**src/dpt_pkg.sv**
```systemverilog
// shared constants for the dual pwm timer block
package dpt_pkg;
    localparam int unsigned T0_W          = 16;
    localparam int unsigned T2_W          = 14;
    localparam logic [T0_W-1:0] T0_RST    = 16'h0000;
    localparam logic [T2_W-1:0] T2_ZERO   = 14'h0000;
    localparam logic [3:0] DIV10_LAST     = 4'h9;
    // clock choice encoding: 0 = slow 32 khz, 1 = fast gated clock
    localparam logic CLK_SLOW             = 1'b0;
    localparam logic CLK_FAST             = 1'b1;
    // fast divider: 16/8/4/2 mhz from a 16 mhz tick source
    localparam logic [1:0] FDIV_1         = 2'h0;
    localparam logic [1:0] FDIV_2         = 2'h1;
    localparam logic [1:0] FDIV_4         = 2'h2;
    localparam logic [1:0] FDIV_8         = 2'h3;
    localparam logic [2:0] PRE_RST        = 3'h0;
    // read select codes for the counter readback port
    localparam logic [1:0] RD_ON          = 2'h0;
    localparam logic [1:0] RD_HIGH        = 2'h1;
    localparam logic [1:0] RD_LOW         = 2'h2;
endpackage

```
**src/dpt_timer.sv**
```systemverilog
// dual pwm timer: 16-bit dual-phase timer and 14-bit triple pwm timer
// Functional notes
// 16-bit timer, five clocks, slow default
// fast choices need select, gate and divider
// slow clock needs no gate
// divide-by-ten for on-interval counter only
// counters and reloads reset to zero
// run start: interrupt, load both counters
// phase counter alternates high/low shadow reloads
// true output high in high phase; inverse
// clocked mode outputs clock/2 in high
// on counter holds zero; interrupt at low end
// at interrupt reload counters and shadows
// reload writes reach shadows only at cycle end
// interrupt also raised at start-up
// disabled timer held reset except reloads; code also keeps the freeze flag
// reads return live counters
// freeze set/clear ports stop both counters
// 14-bit counter, sysclk divided 1/2/4/8, enabled
// period counter zero sets outputs, reloads
// duty counter clears outputs at match
// software keeps duty not above period
// duty counter restarts at each period reload
`timescale 1ns/1ps
`default_nettype none
module dpt_timer
    import dpt_pkg::*;
(
    // clock and reset
    input  wire logic            sys_clk,
    input  wire logic            nrst,
    // first timer clock sources, single-cycle ticks
    input  wire logic            tick_16m,
    input  wire logic            tick_32k,
    // first timer control
    input  wire logic            first_timer_run,
    input  wire logic            first_timer_clock_choice,
    input  wire logic            on_counter_div10_enable,
    input  wire logic            clocked_output_mode,
    input  wire logic            fast_clock_gate,
    input  wire logic [1:0]      fast_clock_divider,
    input  wire logic            first_timer_freeze_set,
    input  wire logic            first_timer_freeze_clr,
    // reload writes
    input  wire logic            high_phase_reload_wr,
    input  wire logic            low_phase_reload_wr,
    input  wire logic            on_interval_reload_wr,
    input  wire logic [T0_W-1:0] reload_wdata,
    input  wire logic [1:0]      read_sel,
    // first timer outputs
    output logic [T0_W-1:0]      read_data,
    output logic                 period_interrupt,
    output logic                 true_phase_output,
    output logic                 inverted_phase_output,
    output logic                 first_timer_freeze,
    // second timer control
    input  wire logic            tri_output_enable,
    input  wire logic [1:0]      tri_clock_divider,
    input  wire logic [T2_W-1:0] period_value,
    input  wire logic [T2_W-1:0] per_output_duty_value_0,
    input  wire logic [T2_W-1:0] per_output_duty_value_1,
    input  wire logic [T2_W-1:0] per_output_duty_value_2,
    // second timer outputs
    output logic [2:0]           tri_pwm_output
);
    // divide a 16 mhz-rate tick stream by 1/2/4/8 using a free prescaler
    function automatic logic div_tick(input logic t, input logic [1:0] d,
                                      input logic [2:0] c);
        unique case (d)
            FDIV_1: div_tick = t;
            FDIV_2: div_tick = t & (c[0] == 1'b1);
            FDIV_4: div_tick = t & (c[1:0] == 2'h3);
            FDIV_8: div_tick = t & (c == 3'h7);
        endcase
    endfunction

    // ---------------- first timer ----------------
    logic [2:0]      pre_ff;
    logic [T0_W-1:0] rel_hi_ff;
    logic [T0_W-1:0] rel_lo_ff;
    logic [T0_W-1:0] rel_on_ff;
    logic [T0_W-1:0] sh_hi_ff;
    logic [T0_W-1:0] sh_lo_ff;
    logic [T0_W-1:0] phase_down_counter_ff;
    logic [T0_W-1:0] on_cnt_ff;
    logic            toggle_ff;
    logic            started_ff;
    logic            irq_ff;
    logic            half_ff;
    logic            frz_ff;
    logic            pwm_ff;
    logic [3:0]      d10_ff;

    always_ff @(posedge sys_clk or negedge nrst) begin
        if (!nrst) begin
            pre_ff <= PRE_RST;
        end else if (tick_16m) begin
            pre_ff <= pre_ff + 3'h1;
        end
    end

    // fast path only counts when its gate is open; slow path is ungated
    wire fast_tick = fast_clock_gate
                     & div_tick(tick_16m, fast_clock_divider, pre_ff);
    wire sel_tick  = (first_timer_clock_choice == CLK_FAST) ? fast_tick
                     : tick_32k;
    wire run       = first_timer_run & ~frz_ff;
    wire step      = run & started_ff & sel_tick;
    wire on_step   = step & (~on_counter_div10_enable | (d10_ff == DIV10_LAST));
    wire ph_zero   = (phase_down_counter_ff == T0_RST);
    wire on_zero   = (on_cnt_ff == T0_RST);
    wire cyc_end   = step & ph_zero & toggle_ff & on_zero;
    wire ph_flip   = step & ph_zero & ~cyc_end;
    wire start     = first_timer_run & ~started_ff;

    // reload registers survive disable
    always_ff @(posedge sys_clk or negedge nrst) begin
        if (!nrst) begin
            rel_hi_ff <= T0_RST;
            rel_lo_ff <= T0_RST;
            rel_on_ff <= T0_RST;
        end else begin
            if (high_phase_reload_wr) rel_hi_ff <= reload_wdata;
            if (low_phase_reload_wr)  rel_lo_ff <= reload_wdata;
            if (on_interval_reload_wr) rel_on_ff <= reload_wdata;
        end
    end

    // freeze flag: set port wins over clear port
    always_ff @(posedge sys_clk or negedge nrst) begin
        if (!nrst) begin
            frz_ff <= 1'b0;
        end else if (first_timer_freeze_set) begin
            frz_ff <= 1'b1;
        end else if (first_timer_freeze_clr) begin
            frz_ff <= 1'b0;
        end
    end

    always_ff @(posedge sys_clk or negedge nrst) begin
        if (!nrst) begin
            started_ff <= 1'b0;
            toggle_ff  <= 1'b0;
            sh_hi_ff   <= T0_RST;
            sh_lo_ff   <= T0_RST;
            phase_down_counter_ff <= T0_RST;
            on_cnt_ff  <= T0_RST;
            d10_ff     <= 4'h0;
            irq_ff     <= 1'b0;
            half_ff    <= 1'b0;
        end else if (!first_timer_run) begin
            started_ff <= 1'b0;
            toggle_ff  <= 1'b0;
            sh_hi_ff   <= T0_RST;
            sh_lo_ff   <= T0_RST;
            phase_down_counter_ff <= T0_RST;
            on_cnt_ff  <= T0_RST;
            d10_ff     <= 4'h0;
            irq_ff     <= 1'b0;
            half_ff    <= 1'b0;
        end else begin
            irq_ff <= start | cyc_end;
            if (start || cyc_end) begin
                started_ff <= 1'b1;
                toggle_ff  <= 1'b0;
                sh_hi_ff   <= rel_hi_ff;
                sh_lo_ff   <= rel_lo_ff;
                phase_down_counter_ff <= rel_hi_ff;
                on_cnt_ff  <= rel_on_ff;
                d10_ff     <= 4'h0;
                half_ff    <= 1'b0;
            end else if (step) begin
                half_ff <= ~half_ff;
                if (on_counter_div10_enable) begin
                    d10_ff <= (d10_ff == DIV10_LAST) ? 4'h0 : d10_ff + 4'h1;
                end
                if (ph_flip) begin
                    toggle_ff <= ~toggle_ff;
                    phase_down_counter_ff <= toggle_ff ? sh_hi_ff : sh_lo_ff;
                end else if (!ph_zero) begin
                    phase_down_counter_ff <= phase_down_counter_ff - 16'h0001;
                end
                if (on_step && !on_zero) begin
                    on_cnt_ff <= on_cnt_ff - 16'h0001;
                end
            end
        end
    end

    // high phase is toggle low after a start; clocked mode swaps in clock/2
    wire hi_phase = started_ff & ~toggle_ff;
    wire pwm_nxt  = hi_phase & (clocked_output_mode ? half_ff : 1'b1);

    wire [T0_W-1:0] rd_nxt = (read_sel == RD_ON) ? on_cnt_ff
                             : phase_down_counter_ff;

    always_ff @(posedge sys_clk or negedge nrst) begin
        if (!nrst) begin
            pwm_ff <= 1'b0;
        end else begin
            pwm_ff <= first_timer_run & pwm_nxt;
        end
    end

    // readback is registered, so it trails read_sel by one clock
    always_ff @(posedge sys_clk or negedge nrst) begin
        if (!nrst) begin
            read_data <= T0_RST;
        end else begin
            read_data <= rd_nxt;
        end
    end

    assign true_phase_output     = pwm_ff;
    assign inverted_phase_output = ~pwm_ff;
    assign period_interrupt      = irq_ff;
    assign first_timer_freeze    = frz_ff;

    // ---------------- second timer ----------------
    logic [2:0]      pre2_ff;
    logic [T2_W-1:0] period_down_counter_ff;
    logic [T2_W-1:0] duty_up_counter_ff;
    logic [2:0]      tri_ff;

    // compare against the next duty count so an output stays high for
    // exactly its duty value in steps; a zero duty never lets it rise
    function automatic logic duty_clear(input logic [T2_W-1:0] nxt_count,
                                        input logic [T2_W-1:0] duty);
        duty_clear = (nxt_count == duty) | (duty == T2_ZERO);
    endfunction

    // prescaler restarts on enable so all outputs begin in step
    always_ff @(posedge sys_clk or negedge nrst) begin
        if (!nrst) begin
            pre2_ff <= PRE_RST;
        end else begin
            pre2_ff <= tri_output_enable ? pre2_ff + 3'h1 : PRE_RST;
        end
    end

    wire t2_step  = tri_output_enable
                    & div_tick(1'b1, tri_clock_divider, pre2_ff);
    wire per_zero = (period_down_counter_ff == T2_ZERO);
    wire per_off  = (period_value == T2_ZERO);
    wire [T2_W-1:0] duty_nxt = duty_up_counter_ff + 14'h0001;
    // duty above period never matches and leaves its output high
    wire [2:0] duty_zero = {per_output_duty_value_2 == T2_ZERO,
                            per_output_duty_value_1 == T2_ZERO,
                            per_output_duty_value_0 == T2_ZERO};
    wire [2:0] duty_hit  = {duty_clear(duty_nxt, per_output_duty_value_2),
                            duty_clear(duty_nxt, per_output_duty_value_1),
                            duty_clear(duty_nxt, per_output_duty_value_0)};

    // period counter: counts down, reloads at zero, holds while period is zero
    always_ff @(posedge sys_clk or negedge nrst) begin
        if (!nrst) begin
            period_down_counter_ff <= T2_ZERO;
        end else if (!tri_output_enable) begin
            period_down_counter_ff <= T2_ZERO;
        end else if (t2_step && !per_off) begin
            if (per_zero) begin
                period_down_counter_ff <= period_value;
            end else begin
                period_down_counter_ff <= period_down_counter_ff - 14'h0001;
            end
        end
    end

    // duty counter: restarts with every period, held clear while period is zero
    always_ff @(posedge sys_clk or negedge nrst) begin
        if (!nrst) begin
            duty_up_counter_ff <= T2_ZERO;
        end else if (!tri_output_enable) begin
            duty_up_counter_ff <= T2_ZERO;
        end else if (t2_step) begin
            if (per_off || per_zero) begin
                duty_up_counter_ff <= T2_ZERO;
            end else begin
                duty_up_counter_ff <= duty_nxt;
            end
        end
    end

    // output levels: set at period reload unless duty is zero, cleared at duty match
    always_ff @(posedge sys_clk or negedge nrst) begin
        if (!nrst) begin
            tri_ff <= 3'h0;
        end else if (!tri_output_enable) begin
            tri_ff <= 3'h0;
        end else if (t2_step) begin
            if (per_off) begin
                tri_ff <= 3'h0;
            end else if (per_zero) begin
                tri_ff <= ~duty_zero;
            end else begin
                tri_ff <= tri_ff & ~duty_hit;
            end
        end
    end

    assign tri_pwm_output = tri_ff;
endmodule
`default_nettype wire

```
**config.mk**
```make
export PLATFORM = sky130hd
export DESIGN_NAME = dpt_timer
export DESIGN_NICKNAME = d
export VERILOG_FILES = /design/src/dpt_pkg.sv /design/src/dpt_timer.sv
export SDC_FILE = /design/constraint.sdc
export NUM_CORES = 1
export LEC_CHECK = 0
export BUFFER_PORTS_ARGS = -buffer_cell sky130_fd_sc_hd__buf_2
export CORE_MARGIN = 10
export CORE_UTILIZATION = 45
export CTS_CLUSTER_SIZE = 40
export DETAILED_ROUTE_END_ITERATION = 7
export SLEW_MARGIN = 20
export SYNTH_ARGS = -nofsm -noshare
export SYNTH_HDL_FRONTEND = slang
export SYNTH_SLANG_ARGS = --single-unit
export TNS_END_PERCENT = 100
```
**constraint.sdc**
```tcl
create_clock -name sys_clk -period 2.9 [get_ports sys_clk]
set_input_delay 0.29 -clock sys_clk [delete_from_list [all_inputs] [get_ports sys_clk]]
set_output_delay 0.29 -clock sys_clk [all_outputs]
set_load 0.05 [all_outputs]
```
# Word-level counts from Yosys, hierarchy flattened
# Index checks and enable logic that the tools add are counted.
totals:
  input_bits: 93
  word_cells: 149
  register_bits: 175
classes:
  n_reduce_logical: 21
  eq_ne: 22
  mux: 47
  n_bitwise: 32
  add_sub_neg: 7
op_table:
  columns: ["operator", "count"]
  rows:
  - ["two-way mux 16 bit", 15]
  - ["two-way mux 14 bit", 6]
  - ["logical NOT 14 bit", 5]
  - ["equality test 14 bit", 3]
  - ["logical NOT 16 bit", 2]
  - ["subtractor 16 x 1 -> 16 bit, second input constant", 2]
  - ["two-way mux 4 bit", 5]
  - ["bitwise AND 1 bit", 17]
  - ["two-way mux 3 bit", 5]
  - ["adder 14 x 1 -> 14 bit, second input constant", 1]
  - ["two-way mux 1 bit", 14]
  - ["subtractor 14 x 1 -> 14 bit, second input constant", 1]
  - ["equality test 2 bit, second input constant", 6]
  - ["!= test 3 x 1 -> 1 bit, second input constant", 4]
  - ["case mux 1 bit (4 select lines)", 2]
  - ["AND reduction 2 bit", 4]
  - ["NOT 1 bit", 7]
  - ["adder 3 x 1 -> 3 bit, second input constant", 2]
  - ["equality test 3 bit, second input constant", 2]
  - ["logical NOT 2 bit", 3]
  - ["!= test 2 x 1 -> 1 bit, second input constant", 3]
  - ["NOT 3 bit", 2]
  - ["OR 1 bit", 5]
  - ["adder 4 x 1 -> 4 bit, second input constant", 1]
  - ["8 further kinds", 12]

# Longest topological paths before layout
depth:
  word_depth: 15
  depth_mapped: 12
  depth_no_buf: 9

# Worst setup path after synthesis
# No wires, ideal clock.
synth_path:
  kind: "reg-to-reg"
  startpoint: "reg duty_up_counter_ff[1]"
  endpoint: "reg tri_ff[1], in the netlist tri_pwm_output[1]"
  arrival_time_ns: 2.329
  setup_time_ns: 0.127
  path_buffers: 0
  synth_period_minus_slack_ns: 2.456
  required_time_ns: 2.773
  setup_slack_ns: 0.444
  stages_incl_launch_ff: 9
  path_cell_list: "dfrtp_1 -> ha_1 -> nand3_2 -> nor3_2 -> xnor2_1 -> o21ai_0 -> or4_1 -> nor4_1 -> o21ai_1"
synth_via:
  elab_chain_cells: 9
synth_lines:
  columns: ["element", "line_no", "rtl"]
  rows:
  - ["start, declared", "dpt_timer.sv:222", "logic [T2_W-1:0] duty_up_counter_ff;"]
  - ["start signal, assigned", "dpt_timer.sv:279", "duty_up_counter_ff <= duty_nxt;"]
  - ["adder 14 x 1 -> 14 bit", "dpt_timer.sv:245", "wire [T2_W-1:0] duty_nxt = duty_up_counter_ff + 14'h0001;"]
  - ["equality test 14 bit", "dpt_timer.sv:229", "duty_clear = (nxt_count == duty) | (duty == T2_ZERO);"]
  - ["OR 1 bit", "dpt_timer.sv:229", null]
  - ["NOT 3 bit", "dpt_timer.sv:296", "tri_ff <= tri_ff & ~duty_hit;"]
  - ["bitwise AND 3 bit", "dpt_timer.sv:296", null]
  - ["two-way mux 3 bit", "dpt_timer.sv:293", "end else if (per_zero) begin"]
  - ["two-way mux 3 bit", "dpt_timer.sv:291", "if (per_off) begin"]
  - ["two-way mux 3 bit", "dpt_timer.sv:290", "end else if (t2_step) begin"]
  - ["two-way mux 3 bit", "dpt_timer.sv:288", "end else if (!tri_output_enable) begin"]
  - ["end signal, assigned", "dpt_timer.sv:294", "tri_ff <= ~duty_zero;"]
  - ["end signal, assigned", "dpt_timer.sv:296", null]
  - ["end, declared", "dpt_timer.sv:223", "logic [2:0] tri_ff;"]
# Every way passes these cells. The select of a mux whose other input is x is not followed.
# A chain may end at the register's enable or synchronous reset.

# Worst setup path in the final report
layout_path:
  startpoint: "reg phase_down_counter_ff[13]"
  endpoint: "reg on_cnt_ff[12]"
layout_via:
  elab_chain_cells: 7
  word_cells_on_any_way: 10
  classes_between: "2 x eq/ne; 2 x mux; 3 x bitwise; 3 x reduce/logical"
layout_lines:
  columns: ["element", "line_no", "rtl"]
  rows:
  - ["start, declared", "dpt_timer.sv:84", "logic [T0_W-1:0] phase_down_counter_ff;"]
  - ["start signal, assigned", "dpt_timer.sv:168", "phase_down_counter_ff <= rel_hi_ff;"]
  - ["start signal, assigned", "dpt_timer.sv:179", "phase_down_counter_ff <= toggle_ff ? sh_hi_ff : sh_lo_ff;"]
  - ["start signal, assigned", "dpt_timer.sv:181", "phase_down_counter_ff <= phase_down_counter_ff - 16'h0001;"]
  - ["logical NOT 16 bit *", "dpt_timer.sv:110", "wire ph_zero = (phase_down_counter_ff == T0_RST);"]
  - ["bitwise AND 1 bit * (3 in a row)", "dpt_timer.sv:112", "wire cyc_end = step & ph_zero & toggle_ff & on_zero;"]
  - ["logical OR 1 bit *", "dpt_timer.sv:163", "if (start || cyc_end) begin"]
  - ["!= test 3 x 1 -> 1 bit (no source line) / two-way mux 16 bit (equally long branches)", null, null]
  - ["AND reduction 2 bit (no source line) / two-way mux 16 bit (equally long branches)", null, null]
  - ["end signal, assigned", "dpt_timer.sv:169", "on_cnt_ff <= rel_on_ff;"]
  - ["end signal, assigned", "dpt_timer.sv:184", "on_cnt_ff <= on_cnt_ff - 16'h0001;"]
  - ["end, declared", "dpt_timer.sv:85", "logic [T0_W-1:0] on_cnt_ff;"]
# Mark *: on every way between the ends. The rest lies on a longest branch, timed or not.

==> flow_summary_export.csv <==
group,metric,value,unit
pwr,power.total,7.31,mW
detailed_routing,num_vias,7961,
setup_path,ff2ff_path_depth,8,
floorplanning,ios,116,
timing,fin_worst_skew,8.63,ps
pwr,ir_drop,0.364,mV
finish,drive_above_1_share,25.0,%
clocking,clockRootBuffer,"clkbuf_16",
min_path,holdPathStages,2,
detailed_routing,post_drt_wl_per_cell,19.9,um
floorplanning,start_util,46.3,%
synthesis,ys_seq_area_share,46.3,%
finish,layout.nets,1176,
setup_path,crit_buf_inv,2,
timing,fmax,372,MHz
finish,fillCellCount,1859,
floorplanning,die_area,0.0272,mm^2
clocking,htreeDepth,4,
finish,antenna_cells,0,
pwr,clkPwrFrac,33.3,%
clocking,tritoncts,"built",
timing,finalSetupViolCount,0,
timing,worst_pin_slew,899,ps
global_route,grt_pass1_wl,43.4,mm
flow_run,maxCapViolations,0,
global_route,use_met1,30.5,%
timing,maxSlewHeadroom,39.8,%
setup_path,end_kind,"flop",
outcome,status,"finished clean",
setup_path,worst_ep_arrival_time,3000,ps
clocking,cts_buffer_depth,2,
global_route,antenna_found_initial,0,
setup_path,crit_family,"simple AND/OR/NAND/NOR gates",
detailed_routing,drc,0,
clocking,clkTransAtPathRegs,70,ps
detailed_routing,drtIter0Drc,695,
pwr,power_density,657,mW/mm^2
setup_path,crit_top_cell,"buf_4",
synthesis,synth_xor_area_share,5.46,%
synthesis,syn_area,0.00946,mm^2
global_route,top_usage_layer,"met1",
floorplanning,fp.dieH,165,um
place,portBuffers,115,
finish,area_growth,17.7,%
detailed_routing,dr.pass1.iters,5,
pwr,switching_share,32.7,%
place,dp_hpwl,19.6,mm
floorplanning,core,0.0204,mm^2
detailed_routing,viasPerCell,5.87,
clocking,clk_latency,430,ps
detailed_routing,drtAntennaViolNets,0,
synthesis,synth_adder_area_share,1.32,%
timing,period_needed,2690,ps
floorplanning,rows,52,
timing,rsz0062_at_grt,"no",
min_path,hp-class,"input port to flop",
synthesis,synth-edff-count,0,
synthesis,synth_mux_area_share,8.93,%
setup_path,path_depth,8,
setup_path,crit_chain,"or4_1 -> nor2_2 -> and4_1 -> buf_4 -> a41oi_4 -> buf_4 -> a32oi_1 -> nor2_1",
setup_path,critPathKind,"flop to flop",
synthesis,synth_simple_gate_area_share,17.8,%
global_route,use_met3,3.68,%
global_route,grt_start_max_net_pins,76,
setup_path,cpPeakStageDelay,590,ps
synthesis,ys_types,69,
finish,finish.utilization,54.5,%
synthesis,synth_compound_area_share,16.8,%
synthesis,yosysWarnings,0,
setup_path,worstPathRequired,3210,ps
synthesis,syn-num-nets,1056,
synthesis,synth_top_family_by_area,"simple AND/OR/NAND/NOR gates",
global_route,grt.overflow.total,0,
synthesis,synth-seq-cells,175,
synthesis,synth.avg_cell_area,9.92,um^2
pwr,p_switching,2.39,mW
clocking,cts_made_buffers,17,
global_route,grt_usage,20.1,%
place,gp_congestion,0.916,
global_route,grt_pass1_vias,7744,
setup_path,critPathMaxFanout,31,
pwr,power_frac_seq,41.1,%
detailed_routing,routed_wl,27.0,mm
pwr,p_leak,4.89,nW
synthesis,async_reset_ff_share,100,%
pwr,p_comb_share,25.7,%
timing,tns,0,ps
timing,period_share,92.6,%
timing,drv_slew,0,
synthesis,synth_cells,953,
global_route,met2_usage,28.9,%
floorplanning,die_x,165,um
setup_path,slowest_stage,"or4_1",
setup_path,cp-start-kind,"flop",
clocking,cts.sinks,175,
pwr,p_int,4.92,mW
timing,hold_viol_final,0,
synthesis,synth_ff_type,"dfrtp_1",
-- layer usage --
metal | vias up | routed length (um)
li1 | 3771 | -
met1 | 3871 | 13300
met2 | 302 | 11700
met3 | 17 | 1820
met4 | 0 | 261
met5 | - | 0
-- timing repair --
action                                 CTS  global route
hold buffers                             1             0
endpoints found under the hold margin   71             0
buffers inserted                         0             0
resized for setup                        0             1
setup endpoints to repair                0             6
-- cells by family after synthesis --
logic type,count (synthesis)
AOI/OAI and AO/OA,234
xor gates and xnor gates,59
adders and majority gates,10
buffers and inverters,71
DFF,175
muxes,76
and+or+nand+nor,328
-- cells in the mapped netlist (all sizes together) (6+ instances only) --
cell	instances	area (um^2)
a211oi	15	113
nand3	26	135
a21oi	42	210
nor4	22	165
xnor2	38	333
nor3b	8	60.1
o31ai	7	52.6
clkbuf	38	143
buf	20	120
a22oi	6	45.0
a221oi	8	70.1
or4	8	63.8
nor2	86	333
nand2b	10	65.1
nand4	13	81.3
nor3	41	210
o21ai	62	310
mux2	67	754
xor2	21	184
inv	13	48.8
dfrtp	175	4380
a22o	34	298
ha	10	125
nand2	69	259
and2	9	56.3
a31oi	22	138
mux2i	9	90.1
nor2b	13	81.3
-- cells in the final DEF (no fill, tap or decap), drive strengths merged, types with 21 or more instances in the layout --
cell type,instances
a21oi,42
a22o,34
a31oi,22
buf,158
clkbuf,21
dfrtp,175
mux2,67
nand2,69
nand3,26
nor2,86
nor3,41
nor4,22
o21ai,62
xnor2,38
xor2,21
-- area by class of cell --
cell class | count | area [um^2] | share of cell area [%]
clock inverter | 11 | 151 | 1.36
inverter | 13 | 48.8 | 0.438
clock buffer | 21 | 470 | 4.23
multi-input combinational | 707 | 4780 | 42.9
sequential | 175 | 4380 | 39.3
timing repair buffer | 159 | 965 | 8.66
tap | 270 | 338 | 3.03
-- power by group through the flow --
stage	registers [mW]	clock network [mW]	logic, mW
after global routing	3.04	2.59	2.12
after global placement	3.04	0	1.85
final	3.00	2.43	1.88
after detailed placement	3.04	0	1.87
after floorplan	3.09	0	1.19
after CTS	3.00	2.48	1.88
-- registers in the layout, summed over array words and instances, names as in the netlist, 3 cells and up --
name and flops:
rel_lo_ff 16, sh_hi_ff 16, duty_up_counter_ff 14, read_data 16, phase_down_counter_ff 16, pre2_ff 3, pre_ff 3, rel_on_ff 16
period_down_counter_ff 14, rel_hi_ff 16, d10_ff 4, on_cnt_ff 16, tri_pwm_output 3, sh_lo_ff 16
-- path summary, 6_finish.rpt --
| check | slack (ps) | startpoint | to |
|---|---|---|---|
| hold / removal | 30 | first_timer_freeze_set | first_timer_freeze |
| min in group asynchronous | 470 | nrst | pre_ff[1] |
| max in group asynchronous | 1710 | nrst | sh_lo_ff[11] |
| setup reg to reg | 210 | phase_down_counter_ff[13] | on_cnt_ff[12] |
| hold reg to reg | 470 | pre2_ff[0] | pre2_ff[0] |
| setup / recovery | 210 | phase_down_counter_ff[13] | on_cnt_ff[12] |
-- metrics by stage --
step | area (um^2) | hold slack [ps] | cells | worst slack [ps]
finish | 11100 | 34.8 | 1356 | 215
global route | 11100 | 26.3 | 1356 | 38.1
CTS | 11100 | 23.9 | 1356 | 195
detailed placement | 10500 | 387 | 1323 | 237
global placement | 10500 | 390 | 1323 | 306
floorplan | 9460 | -5.59 | 953 | 444
Power figures use the tool's default switching activity.
